==> src/redriver_config_pkg.sv <==
// Constants for the redriver configuration-source selection block.
// Assumes a single 100 MHz clock and a synchronous active-high reset.
package redriver_config_pkg;
    // Field widths and channel count
    localparam int EQ_W    = 3;
    localparam int GAIN_W  = 2;
    localparam int ADDR_W  = 3;
    localparam int NCH     = 4;
    // Reset values of configuration registers
    localparam logic [2:0] EQ_DEFAULT   = 3'h0;
    localparam logic [1:0] GAIN_DEFAULT = 2'h0;
    // Configuration source encodings
    typedef enum {SRC_STRAP, SRC_REG, SRC_EEPROM} source_t;
    // EEPROM loader states
    typedef enum {LD_IDLE, LD_BUSY, LD_DONE} load_state_t;
endpackage : redriver_config_pkg

==> src/pin_sync.sv <==
// Three-flop synchroniser with agreement filter for one pin.
// Assumes the pin is asynchronous to clk.
`timescale 1ns/10ps
module pin_sync
(
    // Clock and reset
    input  wire logic clk,
    input  wire logic reset,
    input  wire logic init,
    // Pin and filtered level
    input  wire logic pin,
    output logic      level
);
    logic s1;           // First stage, read only by s2
    logic s2;           // Second stage
    logic s3;           // Third stage
    logic next_level;   // Filtered next value

    // Accept a change once stages two and three agree
    always_comb
    begin
        next_level = level;
        if (s2 == s3)
        begin
            next_level = s2;
        end
    end

    // Register the chain
    always_ff @(posedge clk)
    begin
        if (reset)
        begin
            s1    <= init;
            s2    <= init;
            s3    <= init;
            level <= init;
        end
        else
        begin
            s1    <= pin;
            s2    <= s1;
            s3    <= s2;
            level <= next_level;
        end
    end
endmodule : pin_sync

==> src/redriver_config_select.sv <==
// Configuration-source selection and control for a four-channel redriver.
// Assumes straps are asynchronous pins; register and EEPROM data come from
// the serial engine on the same clock.
`timescale 1ns/10ps
module redriver_config_select
(
    // Clock and reset
    input  wire logic        clk,
    input  wire logic        reset,
    // Strap and control pins
    input  wire logic        config_source_select,
    input  wire logic        config_source_float,
    input  wire logic        cable_present_n,
    input  wire logic [2:0]  eq_boost_straps,
    input  wire logic        gain_bit1_or_reg_reset_n,
    input  wire logic        gain_bit0_strap,
    input  wire logic [2:0]  addr_straps,
    // Register writes from the serial slave engine
    input  wire logic        reg_wr,
    input  wire logic [1:0]  reg_wr_chan,
    input  wire logic [2:0]  reg_wr_eq,
    input  wire logic [1:0]  reg_wr_gain,
    // EEPROM load result from the master engine
    input  wire logic        eeprom_load_done,
    input  wire logic        eeprom_load_ok,
    // Applied settings
    output logic [11:0]      chan_eq,
    output logic [7:0]       chan_gain,
    output logic             low_power,
    output logic [2:0]       slave_addr,
    output logic             master_mode,
    output logic             scl_oe,
    output logic             load_status
);
    // Synchronised pin levels
    logic       sel_s;
    logic       flt_s;
    logic       prs_s;
    logic       g1_s;
    logic       g0_s;
    logic [2:0] eq_s;
    logic [2:0] ad_s;

    pin_sync u_sel (.clk(clk), .reset(reset), .init(1'b0), .pin(config_source_select), .level(sel_s));
    pin_sync u_flt (.clk(clk), .reset(reset), .init(1'b0), .pin(config_source_float), .level(flt_s));
    pin_sync u_prs (.clk(clk), .reset(reset), .init(1'b1), .pin(cable_present_n), .level(prs_s));
    pin_sync u_g1  (.clk(clk), .reset(reset), .init(1'b1), .pin(gain_bit1_or_reg_reset_n), .level(g1_s));
    pin_sync u_g0  (.clk(clk), .reset(reset), .init(1'b1), .pin(gain_bit0_strap), .level(g0_s));

    // Multi-bit straps, one synchroniser each
    genvar gi;
    generate
        for (gi = 0; gi < redriver_config_pkg::EQ_W; gi++)
        begin : g_strap
            pin_sync u_eq (.clk(clk), .reset(reset), .init(1'b1), .pin(eq_boost_straps[gi]), .level(eq_s[gi]));
            pin_sync u_ad (.clk(clk), .reset(reset), .init(1'b1), .pin(addr_straps[gi]), .level(ad_s[gi]));
        end
    endgenerate

    // Current configuration source
    redriver_config_pkg::source_t src;
    always_comb
    begin
        if (flt_s)
        begin
            src = redriver_config_pkg::SRC_EEPROM;
        end
        else if (sel_s)
        begin
            src = redriver_config_pkg::SRC_REG;
        end
        else
        begin
            src = redriver_config_pkg::SRC_STRAP;
        end
    end

    // Shared pin is a register reset only outside strap mode
    logic reg_clear;
    assign reg_clear = (src != redriver_config_pkg::SRC_STRAP) && !g1_s;

    // Configuration registers per channel
    logic [11:0] reg_eq;
    logic [7:0]  reg_gain;
    logic [11:0] next_reg_eq;
    logic [7:0]  next_reg_gain;

    // Register write and reset path
    always_comb
    begin
        next_reg_eq   = reg_eq;
        next_reg_gain = reg_gain;
        if (reg_clear)
        begin
            next_reg_eq   = {redriver_config_pkg::NCH{redriver_config_pkg::EQ_DEFAULT}};
            next_reg_gain = {redriver_config_pkg::NCH{redriver_config_pkg::GAIN_DEFAULT}};
        end
        else if (reg_wr && src != redriver_config_pkg::SRC_STRAP)
        begin
            // Writes while in reset are dropped; host waits for release
            next_reg_eq[reg_wr_chan*3 +: 3]   = reg_wr_eq;
            next_reg_gain[reg_wr_chan*2 +: 2] = reg_wr_gain;
        end
    end

    // EEPROM load tracking
    redriver_config_pkg::load_state_t ld_state;
    redriver_config_pkg::load_state_t next_ld_state;
    logic next_load_status;

    // Loader status next state
    always_comb
    begin
        next_ld_state    = ld_state;
        next_load_status = load_status;
        case (ld_state)
            redriver_config_pkg::LD_IDLE:
            begin
                if (src == redriver_config_pkg::SRC_EEPROM)
                begin
                    next_ld_state    = redriver_config_pkg::LD_BUSY;
                    next_load_status = 1'b0;
                end
            end
            redriver_config_pkg::LD_BUSY:
            begin
                if (eeprom_load_done)
                begin
                    next_ld_state    = redriver_config_pkg::LD_DONE;
                    next_load_status = eeprom_load_ok;
                end
                else if (src != redriver_config_pkg::SRC_EEPROM)
                begin
                    next_ld_state = redriver_config_pkg::LD_IDLE;
                end
            end
            redriver_config_pkg::LD_DONE:
            begin
                if (src != redriver_config_pkg::SRC_EEPROM)
                begin
                    next_ld_state = redriver_config_pkg::LD_IDLE;
                end
            end
            default:
            begin
                next_ld_state = redriver_config_pkg::LD_IDLE;
            end
        endcase
    end

    // Applied outputs next values
    logic [11:0] next_chan_eq;
    logic [7:0]  next_chan_gain;
    always_comb
    begin
        if (src == redriver_config_pkg::SRC_STRAP)
        begin
            next_chan_eq   = {redriver_config_pkg::NCH{eq_s}};
            next_chan_gain = {redriver_config_pkg::NCH{g1_s, g0_s}};
        end
        else
        begin
            next_chan_eq   = reg_eq;
            next_chan_gain = reg_gain;
        end
    end

    // Register all state and outputs
    always_ff @(posedge clk)
    begin
        if (reset)
        begin
            reg_eq      <= {redriver_config_pkg::NCH{redriver_config_pkg::EQ_DEFAULT}};
            reg_gain    <= {redriver_config_pkg::NCH{redriver_config_pkg::GAIN_DEFAULT}};
            ld_state    <= redriver_config_pkg::LD_IDLE;
            load_status <= 1'b0;
            chan_eq     <= 12'h000;
            chan_gain   <= 8'h00;
            low_power   <= 1'b1;
            slave_addr  <= 3'h0;
            master_mode <= 1'b0;
            scl_oe      <= 1'b0;
        end
        else
        begin
            reg_eq      <= next_reg_eq;
            reg_gain    <= next_reg_gain;
            ld_state    <= next_ld_state;
            load_status <= next_load_status;
            chan_eq     <= next_chan_eq;
            chan_gain   <= next_chan_gain;
            low_power   <= prs_s;
            slave_addr  <= ad_s;
            master_mode <= (src == redriver_config_pkg::SRC_EEPROM);
            scl_oe      <= (src == redriver_config_pkg::SRC_EEPROM);
        end
    end

    // Assertions
    chk_low_power_follow: assert property (@(posedge clk) disable iff (reset)
        low_power == $past(prs_s)) else $error("low power not following cable input");
    chk_strap_eq_apply: assert property (@(posedge clk) disable iff (reset)
        (src == redriver_config_pkg::SRC_STRAP) |=> chan_eq == {4{$past(eq_s)}})
        else $error("strap eq not applied");
    chk_strap_gain_apply: assert property (@(posedge clk) disable iff (reset)
        (src == redriver_config_pkg::SRC_STRAP) |=> chan_gain == {4{$past(g1_s), $past(g0_s)}})
        else $error("strap gain not applied");
    chk_reg_source_apply: assert property (@(posedge clk) disable iff (reset)
        (src == redriver_config_pkg::SRC_REG) |=> chan_eq == $past(reg_eq))
        else $error("register eq not applied");
    chk_reg_reset_clear: assert property (@(posedge clk) disable iff (reset)
        reg_clear |=> reg_eq == 12'h000 && reg_gain == 8'h00)
        else $error("register reset ignored");
    chk_strap_no_clear: assert property (@(posedge clk) disable iff (reset)
        (src == redriver_config_pkg::SRC_STRAP && !g1_s) |=> reg_eq == $past(reg_eq) && reg_gain == $past(reg_gain))
        else $error("shared pin reset in strap mode");
    chk_load_status_ok: assert property (@(posedge clk) disable iff (reset)
        (ld_state == redriver_config_pkg::LD_BUSY && eeprom_load_done) |=> load_status == $past(eeprom_load_ok))
        else $error("load status wrong");
    // Output resets to zero while the strap chain resets high, so skip the first edge
    chk_addr_strap: assert property (@(posedge clk) disable iff (reset)
        !$past(reset) |-> slave_addr == $past(ad_s)) else $error("address strap not applied");
    chk_scl_master: assert property (@(posedge clk) disable iff (reset)
        scl_oe == master_mode && master_mode == $past(flt_s)) else $error("scl drive mismatch");
endmodule : redriver_config_select

==> config.mk <==
export PLATFORM = sky130hd
export DESIGN_NAME = redriver_config_select
export DESIGN_NICKNAME = d
export VERILOG_FILES = /design/src/redriver_config_pkg.sv /design/src/pin_sync.sv /design/src/redriver_config_select.sv
export SDC_FILE = /design/constraint.sdc
export NUM_CORES = 1
export LEC_CHECK = 0
export BUFFER_PORTS_ARGS = -buffer_cell sky130_fd_sc_hd__buf_4
export CORE_UTILIZATION = 40
export CTS_CLUSTER_DIAMETER = 80
export DETAILED_ROUTE_END_ITERATION = 8
export PLACE_DENSITY = 0.69
export SETUP_SLACK_MARGIN = 0.3
export SYNTH_ARGS = -nofsm -noshare
export SYNTH_HDL_FRONTEND = slang
export SYNTH_SLANG_ARGS = --single-unit
==> constraint.sdc <==
create_clock -name clk -period 1.4 [get_ports clk]
set_input_delay 0.14 -clock clk [delete_from_list [all_inputs] [get_ports clk]]
set_output_delay 0.14 -clock clk [all_outputs]
set_load 0.01 [all_outputs]
==> run summary, run 1 <==
switching share of total power -> 0.198
combinational share of power -> 0.050
Ys Warns -> 0
via/cell ratio -> 4.74
CTS tree -> built
post-DP HPWL -> 4.64 mm
instance count on the critical path -> 4
crit-path max cell delay -> 0.43 ns
GP Congestion -> 0.831
die footprint -> 9650 um2
largest net degree at the start of global routing -> 34
Slew headroom -> 0.662
clk sinks -> 122
share of power burned in the clock network -> 0.516
Die X -> 98.3 um
WL final -> 8.25 mm
CTS Root Cell -> clkbuf_8
PD cells -> 1420 nW/um2
CP Cell Sequence -> nor4_4, nand3_2, or3_4, nor3_2
Clock Latency Late Sink -> 0.50 ns
Final ANT Viol Nets -> 0
crit path buf inv count -> 0
number of inserted diodes -> 0
cell count after synthesis -> 360
sequential share of the synthesized area -> 0.659
Yosys reg bits -> 122
layout cells sized above 1 -> 0.511
Worst-path clk slew -> 0.06 ns
commonest non-fill, non-tap cell in the layout -> dfxtp_1
Mean Syn Cell Area -> 10.3 um2
Worst EP arrival -> 1.82 ns
DR DRC count -> 5
Slew Viols, Final -> 0
hold-critical path depth -> 2
initial antenna violation count -> 0
First-pass DRT Iterations -> 6
first-pass GRT wire length -> 12.5 mm
period utilization -> 0.989
critical path type -> flop to flop
Layout Cells excl Fill -> 593
worst setup margin -> 0.0155 ns
P_int -> 6.77 mW
CP max FO -> 2
crit end category -> flop
most frequent cells in the layout -> dfxtp_1 (97), a21oi_2 (38), conb_1 (30)
total CTS buffers -> 17
RSZ-0062 raised after global routing -> yes
crit path launch type -> flop
setup slack at placement -> 0.0168 ns
Chip Height -> 98.3 um
Worst Tran Pin Value -> 0.505 ns
Total GRT Usage -> 0.170
Highest Clock Rate -> 0.722 GHz
dpl cell area -> 4390 um2
via count -> 2810
num ports -> 50
Min-Delay Path Class -> input pin to flop
Pleak -> 2.48 nW
Top delay family on crit path -> simple AND/OR/NAND/NOR gates
sw power -> 1.67 mW
placed cells -> 537
max-cap check violation count -> 0
status -> finished, violations left
Initial Util -> 0.419
routed len/inst -> 13.9 um
Reg2Reg Depth -> 4
# port buffers -> 49
final global-route overflow total -> 0
Core Area -> 8850 um2
Final Setup Violations -> 0
cell area after layout -> 5920 um2
H-tree Lvls -> 4
vias in the first global route -> 2745
Reg power frac -> 0.434
Crit-path slowest cell -> or3_4
maximum VDD drop -> 947 uV
WP data required -> 1.83 ns
FP Rows -> 34
clock buffer depth -> 2
Final Skew -> 0.00720 ns
Final min period -> 1.38 ns
final net count -> 501
DR iter-0 viols -> 85
synth-to-layout area growth -> 59.8%
library cells used by synthesis -> 27
Mapped Area -> 3710 um2
Final Hold Vio Count -> 0
failing checks -> design-rule violations
kinds of logic after synthesis:
group / after synthesis / synth area share
compound gates: 64 / 0.0932
fa+ha+maj: 5 / 0.0169
buf+inv: 16 / 0.0182
flops: 122 / 0.659
mux: 2 / 0.00574
other cells: 1 / 0.00101
simple gates: 150 / 0.206
area by class of cell:
cell class                      instances  area [um2]
Clock buffer                           25         494
Clock inverter                          6         110
Fill cell                             618        2930
Inverter                                2        7.51
Multi-Input combinational cell        252        1910
Sequential cell                       122        2480
Tap cell                              108         135
Timing Repair Buffer                   78         783
power by group through the flow:
stage | Sequential [mW] | Combinational (mW) | Clock (mW)
4_1_cts | 3.64 | 0.376 | 4.41
2_1_floorplan | 3.72 | 0.133 | 0
3_3_place_gp | 3.71 | 0.302 | 0
3_5_place_dp | 3.71 | 0.309 | 0
6_report | 3.66 | 0.419 | 4.35
5_1_grt | 3.67 | 0.451 | 4.59
registers in the layout (all words and copies together) (netlist names), 3 cells and up:
| name | cells |
|---|---|
| chan_eq | 12 |
| ld_state | 32 |
| g_strap.u_ad.s1 | 3 |
| g_strap.u_eq.s3 | 3 |
| g_strap.u_eq.s1 | 3 |
| g_strap.u_ad.s2 | 3 |
| g_strap.u_eq.level | 3 |
| chan_gain | 8 |
| reg_eq | 12 |
| slave_addr | 3 |
| g_strap.u_eq.s2 | 3 |
| g_strap.u_ad.s3 | 3 |
| reg_gain | 8 |
| g_strap.u_ad.level | 3 |
cells in the mapped netlist, drive strengths merged:
master | instances | share of area
nand2b | 2 | 0.0034
conb | 1 | 0.0010
or2 | 29 | 0.049
o21ai | 2 | 0.0027
nand3b | 1 | 0.0020
buf | 4 | 0.0061
nor4 | 7 | 0.012
nor3b | 4 | 0.0081
nor2b | 10 | 0.017
nand3 | 19 | 0.026
ha | 5 | 0.017
a21oi | 52 | 0.070
clkbuf | 10 | 0.010
inv | 2 | 0.0020
dfxtp | 122 | 0.66
and3 | 4 | 0.0068
nor4b | 1 | 0.0024
mux2i | 1 | 0.0027
o21bai | 10 | 0.020
nor3 | 2 | 0.0027
or3 | 1 | 0.0017
nand4 | 3 | 0.0051
nand2 | 53 | 0.054
mux2 | 1 | 0.0030
nand4b | 2 | 0.0047
nor2 | 12 | 0.012
through the flow:
stage	TNS, ns	power (mW)	hold slack (ns)	utilization
after global placement	0	4.01	0.325	0.496
after floorplan	0	3.85	0.244	-
after detailed placement	0	4.02	0.328	0.496
final	0	8.44	0.0156	0.669
after global routing	-0.111	8.71	0.0242	0.669
after CTS	0	8.43	0.00124	0.624
what timing repair did:
| action | in CTS | in global routing |
|---|---|---|
| setup buffers | 0 | 5 |
| gates resized for setup | 81 | 98 |
| setup endpoints to repair | 47 | 63 |
| hold endpoints to repair | 31 | 0 |
| cloned | 2 | 0 |
| pin swaps | 53 | 33 |
| hold buffers | 18 | 0 |
path summary, 6_finish.rpt:
kind	start	endpoint	slack, ns
min	reset	slave_addr[0]	0.02
max	ld_state[18]	ld_state[0]	0.02
min reg2reg	g_strap[0].u_ad.s1	g_strap[0].u_ad.s2	0.41
max reg2reg	ld_state[18]	ld_state[0]	0.02
metal layers:
layer  global-route usage  vias to the layer above  wire length, um
met5                    0                        -                0
met4               0.0930                        0              265
met3               0.0637                       23              360
met2                0.297                       69             4460
met1                0.176                     1310             3160
li1                     -                     1408                -
Power figures use the tool's default switching activity.
==> run 2, diff against run 1 <==
- CORE_UTILIZATION: 40 -> 55
- PLACE_DENSITY: 0.69 -> 0.87
==> run 2 against run 1 <==
Net effect: the run ends with design-rule violations, negative setup slack left; design area shrank 4.0%; clock skew shrank 0.0022 ns; global-route usage grew 8.8 points; cell count shrank 5.2%; power shrank 3.9%; sequential share of layout area grew 1.6 points; non-clock buffer count grew 1; via count grew 9.6%; maximum frequency shrank 1.2%.
==> run summary, run 2 (synthesis results as in run 1) <==
status -> finished, violations left
failing checks -> design-rule violations, negative setup slack
Core Area -> 6420 um2
Chip Height -> 84.1 um
# port buffers -> 49
commonest non-fill, non-tap cell in the layout -> dfxtp_1
clock buffer depth -> 2
layout cells sized above 1 -> 0.476
most frequent cells in the layout -> dfxtp_1 (100), buf_4 (33), nand2_1 (30), a21oi_2 (30), conb_1 (30)
Highest Clock Rate -> 0.713 GHz
combinational share of power -> 0.054
period utilization -> 1.00
crit path from -> ld_state[26]
largest net degree at the start of global routing -> 26
crit path launch type -> flop
Total GRT Usage -> 0.258
die footprint -> 7070 um2
area occupied by multi-input gates -> 1800 um2
final core occ -> 0.885
crit end category -> flop
Worst-path clk slew -> 0.06 ns
WP data required -> 1.84 ns
Layout fillers -> 260
final global-route overflow total -> 0
maximum VDD drop -> 1300 uV
Top reg by flops -> ld_state
clk sinks -> 122
critical path type -> flop to flop
final net count -> 502
vias in the first global route -> 2997
Pleak -> 2.36 nW
Reg2Reg Depth -> 4
via/cell ratio -> 5.48
Worst R2R End -> ld_state[1]
P_int -> 6.34 mW
hold_sp -> reg_wr
GP Congestion -> 0.892
Final Skew -> 0.00502 ns
Slew Viols, Final -> 0
synth-to-layout area growth -> 53.4%
Fin Hold WS -> 0.108 ns
H-tree Lvls -> 4
total power -> 8.11 mW
Final ANT Viol Nets -> 0
First-pass DRT Iterations -> 6
Die X -> 84.1 um
Worst R2R Start -> ld_state[26]
RSZ-0062 raised after global routing -> yes
Slew headroom -> 0.602
biggest regs -> ld_state x32, chan_eq x12, reg_eq x12
hold-critical path depth -> 4
via count -> 3079
max-cap check violation count -> 0
PD cells -> 1430 nW/um2
routed len/inst -> 20.1 um
setup slack at placement -> -0.0134 ns
Reg power frac -> 0.453
share of power burned in the clock network -> 0.493
worst reg-to-reg setup slack -> -0.002 ns
Worst EP arrival -> 1.84 ns
worst setup margin -> -0.00184 ns
Final min period -> 1.40 ns
number of inserted diodes -> 0
post-DP HPWL -> 4.62 mm
max FFs per register -> 32
switching share of total power -> 0.218
DR DRC count -> 6
Final Hold Vio Count -> 0
flip-flop and latch area -> 2470 um2
CP max FO -> 2
CTS Root Cell -> clkbuf_8
num ports -> 50
Initial Util -> 0.577
FP Rows -> 29
WL final -> 11.3 mm
first-pass GRT wire length -> 13.6 mm
initial antenna violation count -> 0
Final Setup Violations -> 1
DR iter-0 viols -> 248
hold path endpoint -> reg_eq[5]
total CTS buffers -> 17
Clock Latency Late Sink -> 0.52 ns
Worst Tran Pin Value -> 0.595 ns
sw power -> 1.77 mW
CTS tree -> built
Min-Delay Path Class -> input pin to flop
## run 2: cell count changes in the layout (fill, tap and decap cells not counted), moves of 3 or more
cell     delta
nand2_4     -9
a21oi_2     -8
nand2_2     +6
a21oi_1     +9
nand2_1     +3
buf_4       +4
dfxtp_1     +3
## run 2: repair_timing
action,in CTS,in global routing
gates resized for setup,27,118
hold buffers,19,0
buffers inserted,2,1
endpoints found under the setup margin,44,66
pin swaps,14,51
gates cloned,1,1
endpoints found under the hold margin,43,0
## run 2: final cells by class
type | instances | share of cell area
clock inverters | 7 | 0.0119
clock buffers | 23 | 0.0838
well taps | 77 | 0.0169
multi-input cells | 252 | 0.317
repair buffers | 79 | 0.134
inverters | 2 | 0.00132
flip-flops and latches | 122 | 0.435
## run 2: worst max-delay path: stages (launching register included)
cell and delay (ns):
dfxtp_1 0.30, nor4_1 0.34, nand3_2 0.17, or3_4 0.38, nor3_2 0.13
## run 2: through the flow
step                      instances   TNS, ns  cell area, um2
after global routing            562    -0.178            5690
final                           562  -0.00184            5690
after floorplan                 389         0            3900
after detailed placement        508   -0.0194            4350
after CTS                       560         0            5210
after global placement          508         0            4350
## run 2: how the worst max path moves through the flow
| stage | endpoint | slack [ns] | cells past startpoint |
|---|---|---|---|
| after global placement | ld_state[0] | 0.06 | 4 |
| after global routing | ld_state[1] | -0.09 | 4 |
| final | ld_state[1] | -0.002 | 4 |
| after floorplan | ld_state[1] | 0.17 | 4 |
| after CTS | ld_state[1] | 0.04 | 4 |
| after detailed placement | ld_state[1] | -0.01 | 4 |
## run 2: power by group through the flow
stage	combinational, mW	clock, mW	sequential [mW]
finish	0.438	4.00	3.67
global route	0.462	4.18	3.68
CTS	0.363	3.95	3.64
detailed placement	0.305	0	3.71
global placement	0.298	0	3.70
floorplan	0.133	0	3.72
## run 2: per-layer routing
| layer | vias up | global-route usage | part of all wire |
|---|---|---|---|
| li1 | 1406 | - | - |
| met1 | 1462 | 0.246 | 0.35 |
| met2 | 142 | 0.478 | 0.53 |
| met3 | 69 | 0.0781 | 0.051 |
| met4 | 0 | 0.161 | 0.072 |
| met5 | - | 0 | 0 |
==> run 3, diff against run 2 <==
- SETUP_SLACK_MARGIN: 0.3 -> 0.5
==> run 3 against run 2 <==
Net effect: the run still ends with design-rule violations, negative setup slack left; cell count rose by 1.4%; design area up 9.6%; maximum frequency shrank 11%; critical endpoint is now ld_state[0]; critical path depth did not move; clock power is 17% higher; sequential share of layout area down 3.5 points; combinational power rose by 17%; clock-buffer cell count down 4.
==> run summary, run 3 (synthesis results as in run 1) <==
# port buffers -> 49
via count -> 3582
synth-to-layout area growth -> 68.1%
final setup TNS -> -0.494 ns
Top reg by flops -> ld_state
maximum VDD drop -> 1460 uV
Initial Util -> 0.577
combinational share of power -> 0.058
Highest Clock Rate -> 0.633 GHz
RSZ-0062 raised after global routing -> yes
Crit-path slowest cell -> or3_4
final core occ -> 0.970
Min-Delay Path Class -> input pin to flop
failing checks -> design-rule violations, negative setup slack
WP data required -> 1.84 ns
Top delay family on crit path -> simple AND/OR/NAND/NOR gates
Final ANT Viol Nets -> 0
Pleak -> 2.65 nW
cell area after layout -> 6230 um2
Layout fillers -> 103
Core Area -> 6420 um2
Slew Viols, Final -> 0
crit-path max cell delay -> 0.46 ns
worst setup margin -> -0.181 ns
CTS Root Cell -> clkbuf_8
crit path launch type -> flop
Final Setup Violations -> 3
crit end category -> flop
crit path buf inv count -> 0
first-pass GRT wire length -> 19.0 mm
max FFs per register -> 32
GP Congestion -> 0.870
period utilization -> 1.13
final global-route overflow total -> 0
total CTS buffers -> 17
FP Rows -> 29
share of power burned in the clock network -> 0.527
H-tree Lvls -> 4
CP max FO -> 2
critical path type -> flop to flop
CP Cell Sequence -> nor4_2, nand3_2, or3_4, nor3_4
clk sinks -> 122
layout cells sized above 1 -> 0.582
Worst EP arrival -> 2.02 ns
sw power -> 2.06 mW
biggest regs -> ld_state x32, chan_eq x12, reg_eq x12
max-cap check violation count -> 0
First-pass DRT Iterations -> 7
Final min period -> 1.58 ns
WL final -> 15.7 mm
status -> finished, violations left
Clock Latency Late Sink -> 0.53 ns
routed len/inst -> 27.5 um
Worst-path clk slew -> 0.06 ns
initial antenna violation count -> 0
switching share of total power -> 0.232
PD cells -> 1430 nW/um2
die footprint -> 7070 um2
largest net degree at the start of global routing -> 35
Die X -> 84.1 um
post-DP HPWL -> 4.54 mm
DR iter-0 viols -> 380
commonest non-fill, non-tap cell in the layout -> dfxtp_1
most frequent cells in the layout -> dfxtp_1 (89), a21oi_2 (37), dfxtp_2 (31)
clock buffer depth -> 2
vias in the first global route -> 3567
Final Skew -> 0.0140 ns
Reg power frac -> 0.415
number of inserted diodes -> 0
num ports -> 50
CTS tree -> built
final net count -> 509
Final Hold Vio Count -> 0
Chip Height -> 84.1 um
Total GRT Usage -> 0.370
DR DRC count -> 10
P_int -> 6.82 mW
via/cell ratio -> 6.28
dpl cell area -> 4420 um2
==> run 3: cell types whose count changed in the layout (fill, tap and decap cells not counted), moves of 4 or more <==
cell,delta
dfxtp_2,+10
dfxtp_1,-11
nand2_4,+14
nand2_1,-16
buf_12,+4
a21oi_1,-10
a21oi_2,+7
buf_6,+5
==> run 3: routing by layer <==
metal / part of all wire / wire length, um / GRT usage
met5: 0 / 0 / 0
met4: 0.093 / 1460 / 0.321
met3: 0.079 / 1240 / 0.0999
met2: 0.49 / 7730 / 0.642
met1: 0.33 / 5250 / 0.361
==> run 3: worst paths after layout <==
check                        to  slack [ns]  cells past startpoint          startpoint
max                 ld_state[0]       -0.18                      4        ld_state[29]
min                  chan_eq[4]        0.03                      2               reset
max reg2reg         ld_state[0]       -0.18                      4        ld_state[29]
min reg2reg  g_strap[2].u_eq.s2        0.42                      1  g_strap[2].u_eq.s1
==> run 3: power by group through the flow <==
stage	Clock [mW]	Sequential, mW	Combinational (mW)
5_1_grt	4.83	3.69	0.531
6_report	4.68	3.69	0.514
2_1_floorplan	0	3.72	0.148
3_3_place_gp	0	3.70	0.315
4_1_cts	4.45	3.65	0.432
3_5_place_dp	0	3.71	0.323
==> run 3: worst register-to-register path, delay by kind of cell (launching register included) <==
kind / cells / cell delay [ns]
and+or+nand+nor: 4 / 1.18
DFF: 1 / 0.32
==> run 3: cell type report <==
| type | instances | area [um2] | share of cell area |
|---|---|---|---|
| Multi-Input combinational cell | 252 | 2090 | 0.335 |
| Clock inverter | 12 | 173 | 0.0277 |
| Clock buffer | 19 | 442 | 0.0709 |
| Sequential cell | 122 | 2490 | 0.399 |
| Tap cell | 77 | 96.3 | 0.0155 |
| Timing Repair Buffer | 86 | 926 | 0.149 |
| Inverter | 2 | 15.0 | 0.00241 |
==> run 3: metrics by stage <==
stage | hold slack, ns | total power [mW] | cells | setup WS, ns
after CTS | -0.0271 | 8.54 | 567 | 0.0259
after floorplan | 0.244 | 3.87 | 389 | 0.172
final | 0.0329 | 8.88 | 570 | -0.181
after global placement | 0.325 | 4.02 | 508 | 0.0545
after detailed placement | 0.329 | 4.03 | 508 | -0.000196
after global routing | 0.0264 | 9.05 | 570 | -0.201
==> run 3: timing repair <==
item                       4_1_cts  5_1_grt
setup endpoints to repair       70       71
pin swaps                       22       32
hold endpoints to repair        32        0
buffers inserted                 5        3
cloned                           5        0
resized for setup              136       86
hold buffers                    18        0
